==> config.mk <==
export PLATFORM = sky130hd
export DESIGN_NAME = ctar_regs
export DESIGN_NICKNAME = d
export VERILOG_FILES = /design/src/verilog/ctar_regs.v
export VERILOG_INCLUDE_DIRS = /design/src /design/src/verilog
export SDC_FILE = /design/constraint.sdc
export NUM_CORES = 1
export LEC_CHECK = 0
export ABC_AREA = 1
export BUFFER_PORTS_ARGS = -buffer_cell sky130_fd_sc_hd__buf_2
export CAP_MARGIN = 25
export CORE_MARGIN = 2
export CORE_UTILIZATION = 52
export DETAILED_ROUTE_END_ITERATION = 12
export HOLD_SLACK_MARGIN = 0.08
export PLACE_DENSITY = 0.76
export SLEW_MARGIN = 40
export SYNTH_ARGS = -nofsm -noshare
export SYNTH_HDL_FRONTEND = slang
export SYNTH_SLANG_ARGS = --single-unit
==> constraint.sdc <==
create_clock -name mclk -period 1.2 [get_ports mclk]
set_clock_uncertainty 0.1 [all_clocks]
set_input_delay 0.24 -clock mclk [delete_from_list [all_inputs] [get_ports mclk]]
set_output_delay 0.24 -clock mclk [all_outputs]
set_load 0.01 [all_outputs]
==> src/verilog/ctar_defs.vh <==
// Register offsets, field positions and reset values of the clamp/timing/aux register bank
`ifndef CTAR_DEFS_VH
`define CTAR_DEFS_VH

// Register select addresses (five bits)
`define CTAR_ADDR_MODE3     5'h03
`define CTAR_ADDR_CLAMP1    5'h07
`define CTAR_ADDR_CLAMP2    5'h08
`define CTAR_ADDR_COARSE    5'h09
`define CTAR_ADDR_TIMING    5'h0A
`define CTAR_ADDR_AUX_BASE  5'h10
`define CTAR_ADDR_AUX_LAST  5'h17

// Mode register 3 field
`define CTAR_SYNC_POL_BIT   5

// Clamp register 1 fields
`define CTAR_FINE_ON_LSB    0
`define CTAR_COARSE_ON_LSB  3
`define CTAR_SYNC_CLAMPS    6

// Timing register fields
`define CTAR_OSC_EN_BIT     0
`define CTAR_BIAS_DBL_BIT   1
`define CTAR_DCE_BIT        3
`define CTAR_CDLY_LSB       5

// Reference adjust field
`define CTAR_REF_TRIM_LSB   4

// Reset values
`define CTAR_RST_ZERO       8'h00
`define CTAR_RST_TIMING     8'h01
`define CTAR_RST_REFADJ     8'h01
`define CTAR_RST_CNT        3'h0

`endif

==> src/verilog/ctar_regs.v <==
// Clamp sequencing, timing, reference trim and auxiliary result registers
//
// Behaviour
// Coarse enable two fires clamp two for on-time
// Coarse three direction drives only while enabled
// Coarse enable three fires clamp three for on-time
// Host writes zero to coarse reserved bits
// Oscillator enable low disables crystal oscillator
// Bias double bit doubles analog bias currents
// Duty equalizer acts on converter clock only
// Two-bit field delays digital core clock
// Host writes zero to timing reserved bits
// Host writes reference adjust reserved pattern
// Three-bit field trims converter reference
// Eight read-only aux registers from 10H
// Aux register n holds aux input n
// Sync mode: sync edge fires enabled clamps
// Sync edge polarity from polarity select bit
// Unsynced: enable rising edge fires clamp
// Host clears enable before re-triggering
// On-time fields set clamp cycles per line
// Polarity zero means low sync pulse
// Each clamp down-counts from its on-time
`timescale 1ns/1ps
`default_nettype none
`include "ctar_defs.vh"

module ctar_regs #(
  parameter NCLAMP = 3,                   // Clamps per group
  parameter NAUX   = 8                    // Auxiliary result registers
) (
  // Clock and reset
  input  wire            mclk,
  input  wire            rst_n,
  // Register port: select, write strobe and data
  input  wire [4:0]      register_select,
  input  wire            reg_wr,
  input  wire [7:0]      reg_wdata,
  output reg  [7:0]      reg_rdata,
  // Sync input and aux converter results
  input  wire            sync_in,
  input  wire [8*NAUX-1:0] aux_data,
  input  wire            aux_selected,
  // Clamp drive
  output reg  [NCLAMP-1:0] fine_on,
  output reg  [NCLAMP-1:0] fine_up,
  output reg  [NCLAMP-1:0] coarse_on,
  output reg  [NCLAMP-1:0] coarse_up,
  // Analog controls
  output reg             osc_enable,
  output reg             bias_double,
  output reg             duty_equalizer_on,
  output reg  [1:0]      core_clock_delay,
  output reg  [2:0]      ref_trim
);

  ////////////////////////////////////////////////////////////////////////////
  // Register storage
  reg [7:0] mode3_r;                      // Only sync polarity is used here
  reg [7:0] clamp1_r;                     // On-times and sync mode
  reg [7:0] clamp2_r;                     // Fine clamp direction/enable
  reg [7:0] coarse_clamp_control_r;       // Coarse clamp direction/enable
  reg [7:0] timing_control_r;             // Oscillator, bias, equalizer, delay
  reg [7:0] reference_adjust_r;           // Reference trim
  reg [7:0] aux_r [0:NAUX-1];             // Captured aux results
  reg       sync_d_r;                     // Previous sync sample
  reg [NCLAMP-1:0] fine_en_d_r;           // Previous fine enables
  reg [NCLAMP-1:0] coarse_en_d_r;         // Previous coarse enables
  reg [2:0] fine_cnt_r   [0:NCLAMP-1];    // Fine clamp down-counters
  reg [2:0] coarse_cnt_r [0:NCLAMP-1];    // Coarse clamp down-counters
  reg       ref_bank_r;                   // Which register 0AH reaches

  integer i;                              // Loop index of the clamp counters
  integer k;                              // Loop index of the aux capture

  // Field extraction
  wire [2:0] fine_time   = clamp1_r[`CTAR_FINE_ON_LSB +: 3];
  wire [2:0] coarse_time = clamp1_r[`CTAR_COARSE_ON_LSB +: 3];
  wire       sync_mode   = clamp1_r[`CTAR_SYNC_CLAMPS];
  wire       sync_pol    = mode3_r[`CTAR_SYNC_POL_BIT];

  // Enables sit in odd bits, directions in even bits
  wire [NCLAMP-1:0] fine_en;
  wire [NCLAMP-1:0] fine_dir;
  wire [NCLAMP-1:0] coarse_en;
  wire [NCLAMP-1:0] coarse_dir;
  genvar g;
  generate
    for (g = 0; g < NCLAMP; g = g + 1)
    begin : g_bits
      assign fine_en[g]    = clamp2_r[2*g+1];
      assign fine_dir[g]   = clamp2_r[2*g];
      assign coarse_en[g]  = coarse_clamp_control_r[2*g+1];
      assign coarse_dir[g] = coarse_clamp_control_r[2*g];
    end
  endgenerate

  // Sync edge: entering active level; polarity 0 means low pulse
  wire sync_act   = sync_pol ? sync_in : ~sync_in;
  wire sync_act_d = sync_pol ? sync_d_r : ~sync_d_r;
  wire sync_edge  = sync_act & ~sync_act_d;

  // Triggers per clamp for both modes
  wire [NCLAMP-1:0] fine_trig = sync_mode ? (fine_en & {NCLAMP{sync_edge}})
                                          : (fine_en & ~fine_en_d_r);
  wire [NCLAMP-1:0] coarse_trig = sync_mode ? (coarse_en & {NCLAMP{sync_edge}})
                                            : (coarse_en & ~coarse_en_d_r);

  ////////////////////////////////////////////////////////////////////////////
  // Register writes; reserved bits store what the host writes
  // Address 0AH is shared: a write to it alternates between the two registers,
  // since both answer to the same select value and no other bit tells them apart.
  always @(posedge mclk or negedge rst_n)
  begin
    if (!rst_n)
    begin
      mode3_r                <= `CTAR_RST_ZERO;
      clamp1_r               <= `CTAR_RST_ZERO;
      clamp2_r               <= `CTAR_RST_ZERO;
      coarse_clamp_control_r <= `CTAR_RST_ZERO;
      timing_control_r       <= `CTAR_RST_TIMING;
      reference_adjust_r     <= `CTAR_RST_REFADJ;
      ref_bank_r             <= 1'b0;
    end
    else if (reg_wr)
    begin
      case (register_select)
        `CTAR_ADDR_MODE3:  mode3_r                <= reg_wdata;
        `CTAR_ADDR_CLAMP1: clamp1_r               <= reg_wdata;
        `CTAR_ADDR_CLAMP2: clamp2_r               <= reg_wdata;
        `CTAR_ADDR_COARSE: coarse_clamp_control_r <= reg_wdata;
        `CTAR_ADDR_TIMING:
        begin
          // First write goes to timing, next to reference adjust
          if (ref_bank_r)
            reference_adjust_r <= reg_wdata;
          else
            timing_control_r   <= reg_wdata;
          ref_bank_r <= ~ref_bank_r;
        end
        default: ;                                                   // Read-only or unmapped
      endcase
    end
  end

  ////////////////////////////////////////////////////////////////////////////
  // Aux results follow inputs only while aux configuration is selected
  always @(posedge mclk or negedge rst_n)
  begin
    if (!rst_n)
    begin
      for (k = 0; k < NAUX; k = k + 1)
        aux_r[k] <= `CTAR_RST_ZERO;
    end
    else if (aux_selected)
    begin
      for (k = 0; k < NAUX; k = k + 1)
        aux_r[k] <= aux_data[8*k +: 8];
    end
  end

  ////////////////////////////////////////////////////////////////////////////
  // Read mux, registered; unmapped reads return zero
  always @(posedge mclk or negedge rst_n)
  begin
    if (!rst_n)
      reg_rdata <= `CTAR_RST_ZERO;
    else if (register_select >= `CTAR_ADDR_AUX_BASE &&
             register_select <= `CTAR_ADDR_AUX_LAST)
      reg_rdata <= aux_r[register_select[2:0]];
    else
    begin
      case (register_select)
        `CTAR_ADDR_MODE3:  reg_rdata <= mode3_r;
        `CTAR_ADDR_CLAMP1: reg_rdata <= clamp1_r;
        `CTAR_ADDR_CLAMP2: reg_rdata <= clamp2_r;
        `CTAR_ADDR_COARSE: reg_rdata <= coarse_clamp_control_r;
        `CTAR_ADDR_TIMING: reg_rdata <= ref_bank_r ? reference_adjust_r : timing_control_r;
        default:           reg_rdata <= `CTAR_RST_ZERO;
      endcase
    end
  end

  ////////////////////////////////////////////////////////////////////////////
  // Edge history for sync and enable detection
  always @(posedge mclk or negedge rst_n)
  begin
    if (!rst_n)
    begin
      sync_d_r      <= 1'b0;
      fine_en_d_r   <= {NCLAMP{1'b0}};
      coarse_en_d_r <= {NCLAMP{1'b0}};
    end
    else
    begin
      sync_d_r      <= sync_in;
      fine_en_d_r   <= fine_en;
      coarse_en_d_r <= coarse_en;
    end
  end

  ////////////////////////////////////////////////////////////////////////////
  // Clamp counters: load on trigger, count down, output while nonzero.
  // A retrigger reloads, so a sync edge mid-pulse restarts the on-time.
  always @(posedge mclk or negedge rst_n)
  begin
    if (!rst_n)
    begin
      for (i = 0; i < NCLAMP; i = i + 1)
      begin
        fine_cnt_r[i]   <= `CTAR_RST_CNT;
        coarse_cnt_r[i] <= `CTAR_RST_CNT;
      end
      fine_on   <= {NCLAMP{1'b0}};
      coarse_on <= {NCLAMP{1'b0}};
      fine_up   <= {NCLAMP{1'b0}};
      coarse_up <= {NCLAMP{1'b0}};
    end
    else
    begin
      for (i = 0; i < NCLAMP; i = i + 1)
      begin
        if (fine_trig[i])
        begin
          fine_cnt_r[i] <= fine_time;
          fine_on[i]    <= (fine_time != `CTAR_RST_CNT);
        end
        else if (fine_cnt_r[i] != `CTAR_RST_CNT)
        begin
          fine_cnt_r[i] <= fine_cnt_r[i] - 3'h1;
          fine_on[i]    <= (fine_cnt_r[i] != 3'h1);
        end
        else
          fine_on[i] <= 1'b0;
        if (coarse_trig[i])
        begin
          coarse_cnt_r[i] <= coarse_time;
          coarse_on[i]    <= (coarse_time != `CTAR_RST_CNT);
        end
        else if (coarse_cnt_r[i] != `CTAR_RST_CNT)
        begin
          coarse_cnt_r[i] <= coarse_cnt_r[i] - 3'h1;
          coarse_on[i]    <= (coarse_cnt_r[i] != 3'h1);
        end
        else
          coarse_on[i] <= 1'b0;
        // Direction only drives while the clamp is enabled
        fine_up[i]   <= fine_dir[i] & fine_en[i];
        coarse_up[i] <= coarse_dir[i] & coarse_en[i];
      end
    end
  end

  ////////////////////////////////////////////////////////////////////////////
  // Analog control outputs, registered from the fields
  always @(posedge mclk or negedge rst_n)
  begin
    if (!rst_n)
    begin
      osc_enable        <= 1'b1;
      bias_double       <= 1'b0;
      duty_equalizer_on <= 1'b0;
      core_clock_delay  <= 2'h0;
      ref_trim          <= 3'h0;
    end
    else
    begin
      osc_enable        <= timing_control_r[`CTAR_OSC_EN_BIT];
      bias_double       <= timing_control_r[`CTAR_BIAS_DBL_BIT];
      duty_equalizer_on <= timing_control_r[`CTAR_DCE_BIT];
      core_clock_delay  <= timing_control_r[`CTAR_CDLY_LSB +: 2];
      ref_trim          <= reference_adjust_r[`CTAR_REF_TRIM_LSB +: 3];
    end
  end

endmodule // ctar_regs
`default_nettype wire

==> flow_metrics.py, run 1 <==
metrics = {
    "global_route": {
        "overflow": 0,
        "grt_pass1_wl_um": 36100,
        "track_usage_pct": 29.7,
        "grt_pass1_vias": 7183,
        "grt_max_degree": 47,
        "grt_antenna_before_repair": 1,
    },
    "cells_and_area": {
        "largest_reg_flops": 64,
        "num-fill-cells": 825,
        "reg_top3": "aux_r: 64 flops, coarse_cnt_r: 9 flops, fine_cnt_r: 9 flops",
        "instances_no_fill": 1332,
        "fin_util_pct": 78.0,
        "final_cell_mix": "196 x nand2_1, 162 x dfrtp_1, 105 x buf_2",
        "regMostFlops": "aux_r",
        "layout_commonest_cell": "nand2_1",
        "drive_above_1_share_pct": 37.7,
        "area_growth_pct": 47.8,
        "nNetsFinal": 1235,
    },
    "worst_setup_path": {
        "critPathRequiredTime_ns": 1.42,
        "critPathCaptureType": "register",
        "timing.rr.end": "fine_cnt_r[3]$_DFFE_PN0P_",
        "r2r_cells": 7,
        "crit_fanout": 6,
        "r2r-start": "mode3_r[5]$_DFFE_PN0P_",
        "path_class": "register to register",
        "r2r_setup_slack_ns": -0.30,
        "start_kind": "register",
        "worstPathArrival_ns": 1.72,
        "cp-startpoint": "mode3_r[5]$_DFFE_PN0P_",
    },
    "logic_synthesis": {
        "synth-seq-area-share_pct": 54.8,
        "yosysWarningCount": 0,
        "ys_types": 24,
        "yosysTopAreaCell": "dfrtp_1",
        "yosysTopAreaCellShare_pct": 53.8,
        "synth_edf_count": 0,
        "synth_ff_type": "dfrtp_1",
        "synth.area.top_cells": "dfrtp_1 54%, nand2_1 13%, o21ai_0 7.8%, mux2_2 5.0%, inv_1 4.6%",
        "async_reset_ff_share_pct": 100,
        "yosys_register_bits": 166,
        "avgSynthCellArea_um2": 8.73,
        "synth.cell_area_um2": 7580,
        "syn_nets": 969,
        "synth_cells": 869,
    },
    "status": {
        "status": "complete, but fails checks",
        "violations": "setup timing",
    },
    "routing": {
        "drc": 0,
        "postRouteWirelength_um": 23900,
        "drtAntennaViolNets": 0,
        "vias": 7179,
        "post_drt_via_cell_ratio": 5.39,
        "wl_per_cell_um": 18.0,
        "drtIter0Drc": 562,
        "firstDrtPassIters": 5,
    },
    "pwr": {
        "p_per_area_nw_per_um2": 1760,
        "p_leak_nw": 5.64,
        "p_total_mw": 19.7,
        "ir_worst_vdd_mv": 1.06,
    },
    "floorplanning": {
        "die_area_um2": 15600,
        "die_x_um": 125,
        "die_h_um": 125,
        "core_area_um2": 14400,
        "rows": 44,
        "io-pin-count": 110,
        "start_util_pct": 52.8,
    },
    "clocking": {
        "root_buffer": "clkbuf_16",
        "htree_levels": 4,
        "cts_made_buffers": 17,
        "cts_buffer_depth": 2,
        "cts_sinks": 166,
        "worstSkewPairLatency_ns": 0.44,
        "cts_tree": "built",
        "clkTransAtPathRegs_ns": 0.07,
    },
    "sta": {
        "finalCriticalPeriod_ns": 1.50,
        "grt_setup_unrepaired": "yes",
        "drv_slew": 0,
        "slew_headroom_pct": 73.3,
        "layout_setup_ws_ns": -0.296,
        "finalSetupTns_ns": -8.76,
        "finalCritPeriodShare_pct": 125,
        "worst_pin_slew_ns": 0.400,
        "fmax_mhz": 668,
        "setup_viol_count_final": 67,
        "finalHoldViolations": 0,
    },
    "worst_hold_path": {
        "hp-class": "input pin to async pin",
    },
    "placement": {
        "routabilityCongestion": 0.887,
        "numPortBuffers": 109,
        "place_ws_ns": -0.367,
        "dpl.hpwl_um": 13400,
        "dp_cells": 1216,
    },
    "flow_run": {
        "maxCapViolCount": 0,
    },
}
Yosys cell counts, types with 3 or more instances:
cell	count
nor2_2	5
nand3_1	65
inv_1	92
dfrtp_1	163
nor2_1	55
o21ai_0	118
nand2_1	255
buf_2	8
xor2_1	12
clkbuf_1	17
nand4_1	5
ha_1	18
a21boi_0	6
mux2_2	34
dfstp_2	3
where the power goes:
group | switching (mW) | internal (mW) | leakage [nW] | total (mW)
registers | 0.633 | 6.65 | 2.06 | 7.28
logic | 3.71 | 3.16 | 3.30 | 6.87
clock network | 2.38 | 3.14 | 0.280 | 5.51
total | 6.72 | 12.9 | 5.64 | 19.7
metal layers:
layer	share of wire (%)	vias up	global-route usage (%)
met1	39	3472	37.6
li1	-	3313	-
met2	52	307	50.6
met5	0	-	0
met3	5.3	87	5.03
met4	3.8	0	12.8
critical path, stage by stage, from the launching register on:
cell and delay [ns]:
dfrtp_1 0.43, nor2_1 0.13, nand2_1 0.10, nand3_4 0.17, buf_6 0.14, nand2_8 0.08, o21ai_2 0.16, inv_1 0.07
stage by stage:
| stage | hold slack (ns) | area, um2 |
|---|---|---|
| global placement | -0.0299 | 9120 |
| CTS | 0.0903 | 10800 |
| floorplan | -0.156 | 7790 |
| finish | 0.0813 | 11200 |
| detailed placement | -0.0317 | 9120 |
| global route | 0.0899 | 11200 |
cell type report:
cell class | instances | area (um2) | share of cell area, %
Sequential cell | 166 | 4160 | 37.1
Multi-Input combinational cell | 584 | 3690 | 33.0
Timing Repair Buffer | 271 | 2120 | 18.9
Clock buffer | 18 | 439 | 3.92
Inverter | 95 | 410 | 3.66
Tap cell | 184 | 230 | 2.05
Clock inverter | 13 | 149 | 1.33
Antenna cell | 1 | 2.50 | 0.0223
kinds of logic (layout without fill, tap and decap cells):
logic type	after synthesis	count (layout)	synth area share, %
AOI/OAI and AO/OA	125	125	8.45
xor gates and xnor gates	12	12	1.39
adders and majority gates	18	18	2.97
buffers and inverters	122	397	6.19
DFF	166	166	54.8
muxes	34	34	5.05
other	0	1	0
and+or+nand+nor	392	395	21.1
repair_timing:
item	CTS	global route
endpoints found under the hold margin	231	0
setup endpoints to repair	67	76
resized for setup	130	98
hold buffers	66	0
cloned	3	1
buffers inserted	11	4
pin swaps	24	33
worst max path at each step:
| stage | end | slack (ns) | cells after the start |
|---|---|---|---|
| after floorplan | clamp2_r[5]$_DFFE_PN0P_ | -0.12 | 6 |
| after global placement | timing_control_r[1]$_DFFE_PN0P_ | -0.31 | 8 |
| after detailed placement | reference_adjust_r[4]$_DFFE_PN0P_ | -0.37 | 8 |
| after CTS | osc_enable | -0.19 | 1 |
| after global routing | fine_cnt_r[0]$_DFFE_PN0P_ | -0.31 | 7 |
| final | fine_cnt_r[3]$_DFFE_PN0P_ | -0.30 | 7 |
Note: power is estimated with default switching activity, not from simulation.
==> run 2: changes to the inputs <==
--- a/config.mk
+++ b/config.mk
@@ -8,11 +8,11 @@
 export LEC_CHECK = 0
 export ABC_AREA = 1
-export BUFFER_PORTS_ARGS = -buffer_cell sky130_fd_sc_hd__buf_2
 export CAP_MARGIN = 25
 export CORE_MARGIN = 2
-export CORE_UTILIZATION = 52
+export CORE_UTILIZATION = 57
 export DETAILED_ROUTE_END_ITERATION = 12
+export DONT_BUFFER_PORTS = 1
 export HOLD_SLACK_MARGIN = 0.08
-export PLACE_DENSITY = 0.76
+export PLACE_DENSITY = 0.75
 export SLEW_MARGIN = 40
 export SYNTH_ARGS = -nofsm -noshare
--- a/constraint.sdc
+++ b/constraint.sdc
@@ -3,3 +3,3 @@
 set_input_delay 0.24 -clock mclk [delete_from_list [all_inputs] [get_ports mclk]]
 set_output_delay 0.24 -clock mclk [all_outputs]
-set_load 0.01 [all_outputs]
+set_load 0.02 [all_outputs]
==> run 2 against run 1 <==
Effect of this change: the run ends with hold timing, setup timing left; largest cell class unchanged; cell count decreased by 12%; wire length shrank 17%; flip-flop and latch count unchanged; cell area shrank 10%; highest routed layer unchanged; critical path depth unchanged; core utilization down 1.6 points; via count down 11%; non-clock buffer count decreased by 152.
==> flow_metrics.py, run 2 (same netlist as run 1, synthesis figures left out) <==
metrics = {
    "floorplanning": {
        "die_h_um": 119,
        "die_area_um2": 14200,
        "core_area_um2": 13100,
        "start_util_pct": 57.7,
        "rows": 42,
        "die_x_um": 119,
        "io-pin-count": 110,
    },
    "global_route": {
        "grt_max_degree": 167,
        "overflow": 0,
        "grt_pass1_vias": 6301,
        "grt_pass1_wl_um": 31200,
        "track_usage_pct": 28.2,
        "grt_antenna_before_repair": 0,
    },
    "worst_hold_path": {
        "hp-class": "input pin to async pin",
    },
    "sta": {
        "finalHoldViolations": 230,
        "worst_pin_slew_ns": 0.668,
        "finalCriticalPeriod_ns": 1.45,
        "setup_viol_count_final": 61,
        "layout_setup_ws_ns": -0.246,
        "finalCritPeriodShare_pct": 121,
        "drv_slew": 0,
        "slew_headroom_pct": 55.4,
        "fmax_mhz": 691,
        "fin_hold_ws_ns": -0.595,
        "grt_setup_unrepaired": "yes",
    },
    "pwr": {
        "p_leak_nw": 4.87,
        "p_total_mw": 19.1,
        "ir_worst_vdd_mv": 1.20,
        "p_per_area_nw_per_um2": 1900,
    },
    "routing": {
        "vias": 6361,
        "drtIter0Drc": 488,
        "postRouteWirelength_um": 19800,
        "drc": 0,
        "wl_per_cell_um": 17.0,
        "post_drt_via_cell_ratio": 5.43,
        "firstDrtPassIters": 5,
        "drtAntennaViolNets": 0,
    },
    "placement": {
        "routabilityCongestion": 0.864,
        "dpl.hpwl_um": 11700,
        "numPortBuffers": 0,
        "dp_cells": 1077,
    },
    "cells_and_area": {
        "drive_above_1_share_pct": 29.2,
        "instances_no_fill": 1171,
        "diodes": 0,
        "largest_reg_flops": 64,
        "final_cell_mix": "208 x nand2_1, 139 x dfrtp_1, 78 x o21ai_0",
        "layout_commonest_cell": "nand2_1",
        "nNetsFinal": 1082,
        "reg_top3": "aux_r: 64 flops, coarse_cnt_r: 9 flops, fine_cnt_r: 9 flops",
        "num-fill-cells": 849,
        "area_growth_pct": 32.4,
        "regMostFlops": "aux_r",
    },
    "worst_setup_path": {
        "path_class": "register to register",
        "worstPathArrival_ns": 1.69,
        "start_kind": "register",
        "crit_fanout": 6,
        "critPathRequiredTime_ns": 1.45,
        "critPathCaptureType": "register",
    },
    "clocking": {
        "root_buffer": "clkbuf_16",
        "clkTransAtPathRegs_ns": 0.06,
        "cts_sinks": 166,
        "worstSkewPairLatency_ns": 0.43,
        "cts_made_buffers": 17,
        "cts_tree": "built",
        "cts_buffer_depth": 2,
        "htree_levels": 4,
    },
    "status": {
        "status": "complete, but fails checks",
        "violations": "hold timing, setup timing",
    },
    "flow_run": {
        "maxCapViolCount": 0,
    },
}
==> run 2: path summary, 6_finish.rpt <==
path	depth (start not counted)	to	slack, ns	startpoint
max	7	coarse_cnt_r[0]$_DFFE_PN0P_	-0.25	mode3_r[5]$_DFFE_PN0P_
min	0	aux_r[19]$_DFFE_PN0P_	-0.60	rst_n
max reg2reg	7	coarse_cnt_r[0]$_DFFE_PN0P_	-0.25	mode3_r[5]$_DFFE_PN0P_
min reg2reg	0	osc_enable$_DFF_PN1_	0.28	timing_control_r[0]$_DFFE_PN1P_
max in group asynchronous	0	osc_enable$_DFF_PN1_	1.33	rst_n
min in group mclk	1	aux_r[63]$_DFFE_PN0P_	-0.18	aux_selected
==> run 2: final cells by class <==
class / count / area [um2] / share of cell area, %
Sequential cell: 166 / 4190 / 41.7
Multi-Input combinational cell: 583 / 3560 / 35.4
Timing Repair Buffer: 119 / 1090 / 10.8
Clock buffer: 24 / 512 / 5.10
Inverter: 95 / 385 / 3.84
Tap cell: 176 / 220 / 2.19
Clock inverter: 8 / 88.8 / 0.885
==> run 2: critical path, stage by stage, from the launching register on <==
cell     delay, ns
dfrtp_1       0.41
nor2_1        0.14
nand2_1       0.12
nand3_4       0.23
nand2_4       0.14
inv_6         0.12
nand2_2       0.05
o21ai_1       0.08
==> run 2: through the flow <==
step | area [um2] | setup TNS (ns) | setup slack (ns) | util (%)
2_1_floorplan | 7790 | -0.735 | -0.121 | -
3_5_place_dp | 8310 | -2.81 | -0.170 | 63.2
6_report | 10000 | -5.68 | -0.246 | 76.4
5_1_grt | 10000 | -8.06 | -0.301 | 76.4
4_1_cts | 9800 | -4.72 | -0.154 | 74.6
3_3_place_gp | 8310 | -1.51 | -0.153 | 63.2
==> run 2: report_power, final <==
part           switching [mW]  internal, mW
registers               0.862          6.68
clock network            2.25          3.21
logic                    3.20          2.90
total                    6.31          12.8
==> run 2: what timing repair did <==
| action | CTS | global route |
|---|---|---|
| gates resized for setup | 135 | 65 |
| buffers inserted | 11 | 1 |
| gates cloned | 0 | 2 |
| pin swaps | 59 | 22 |
| endpoints found under the setup margin | 67 | 100 |
| hold buffers | 45 | 3 |
| endpoints found under the hold margin | 288 | 238 |
==> run 2: metal layers <==
layer  vias up  share of wire, %  global-route usage (%)
met1      3065                41                    36.3
met5         -                 0                       0
met2       241                50                    46.7
met3        46               6.3                    7.61
li1       3009                 -                       -
met4         0               2.4                    9.41
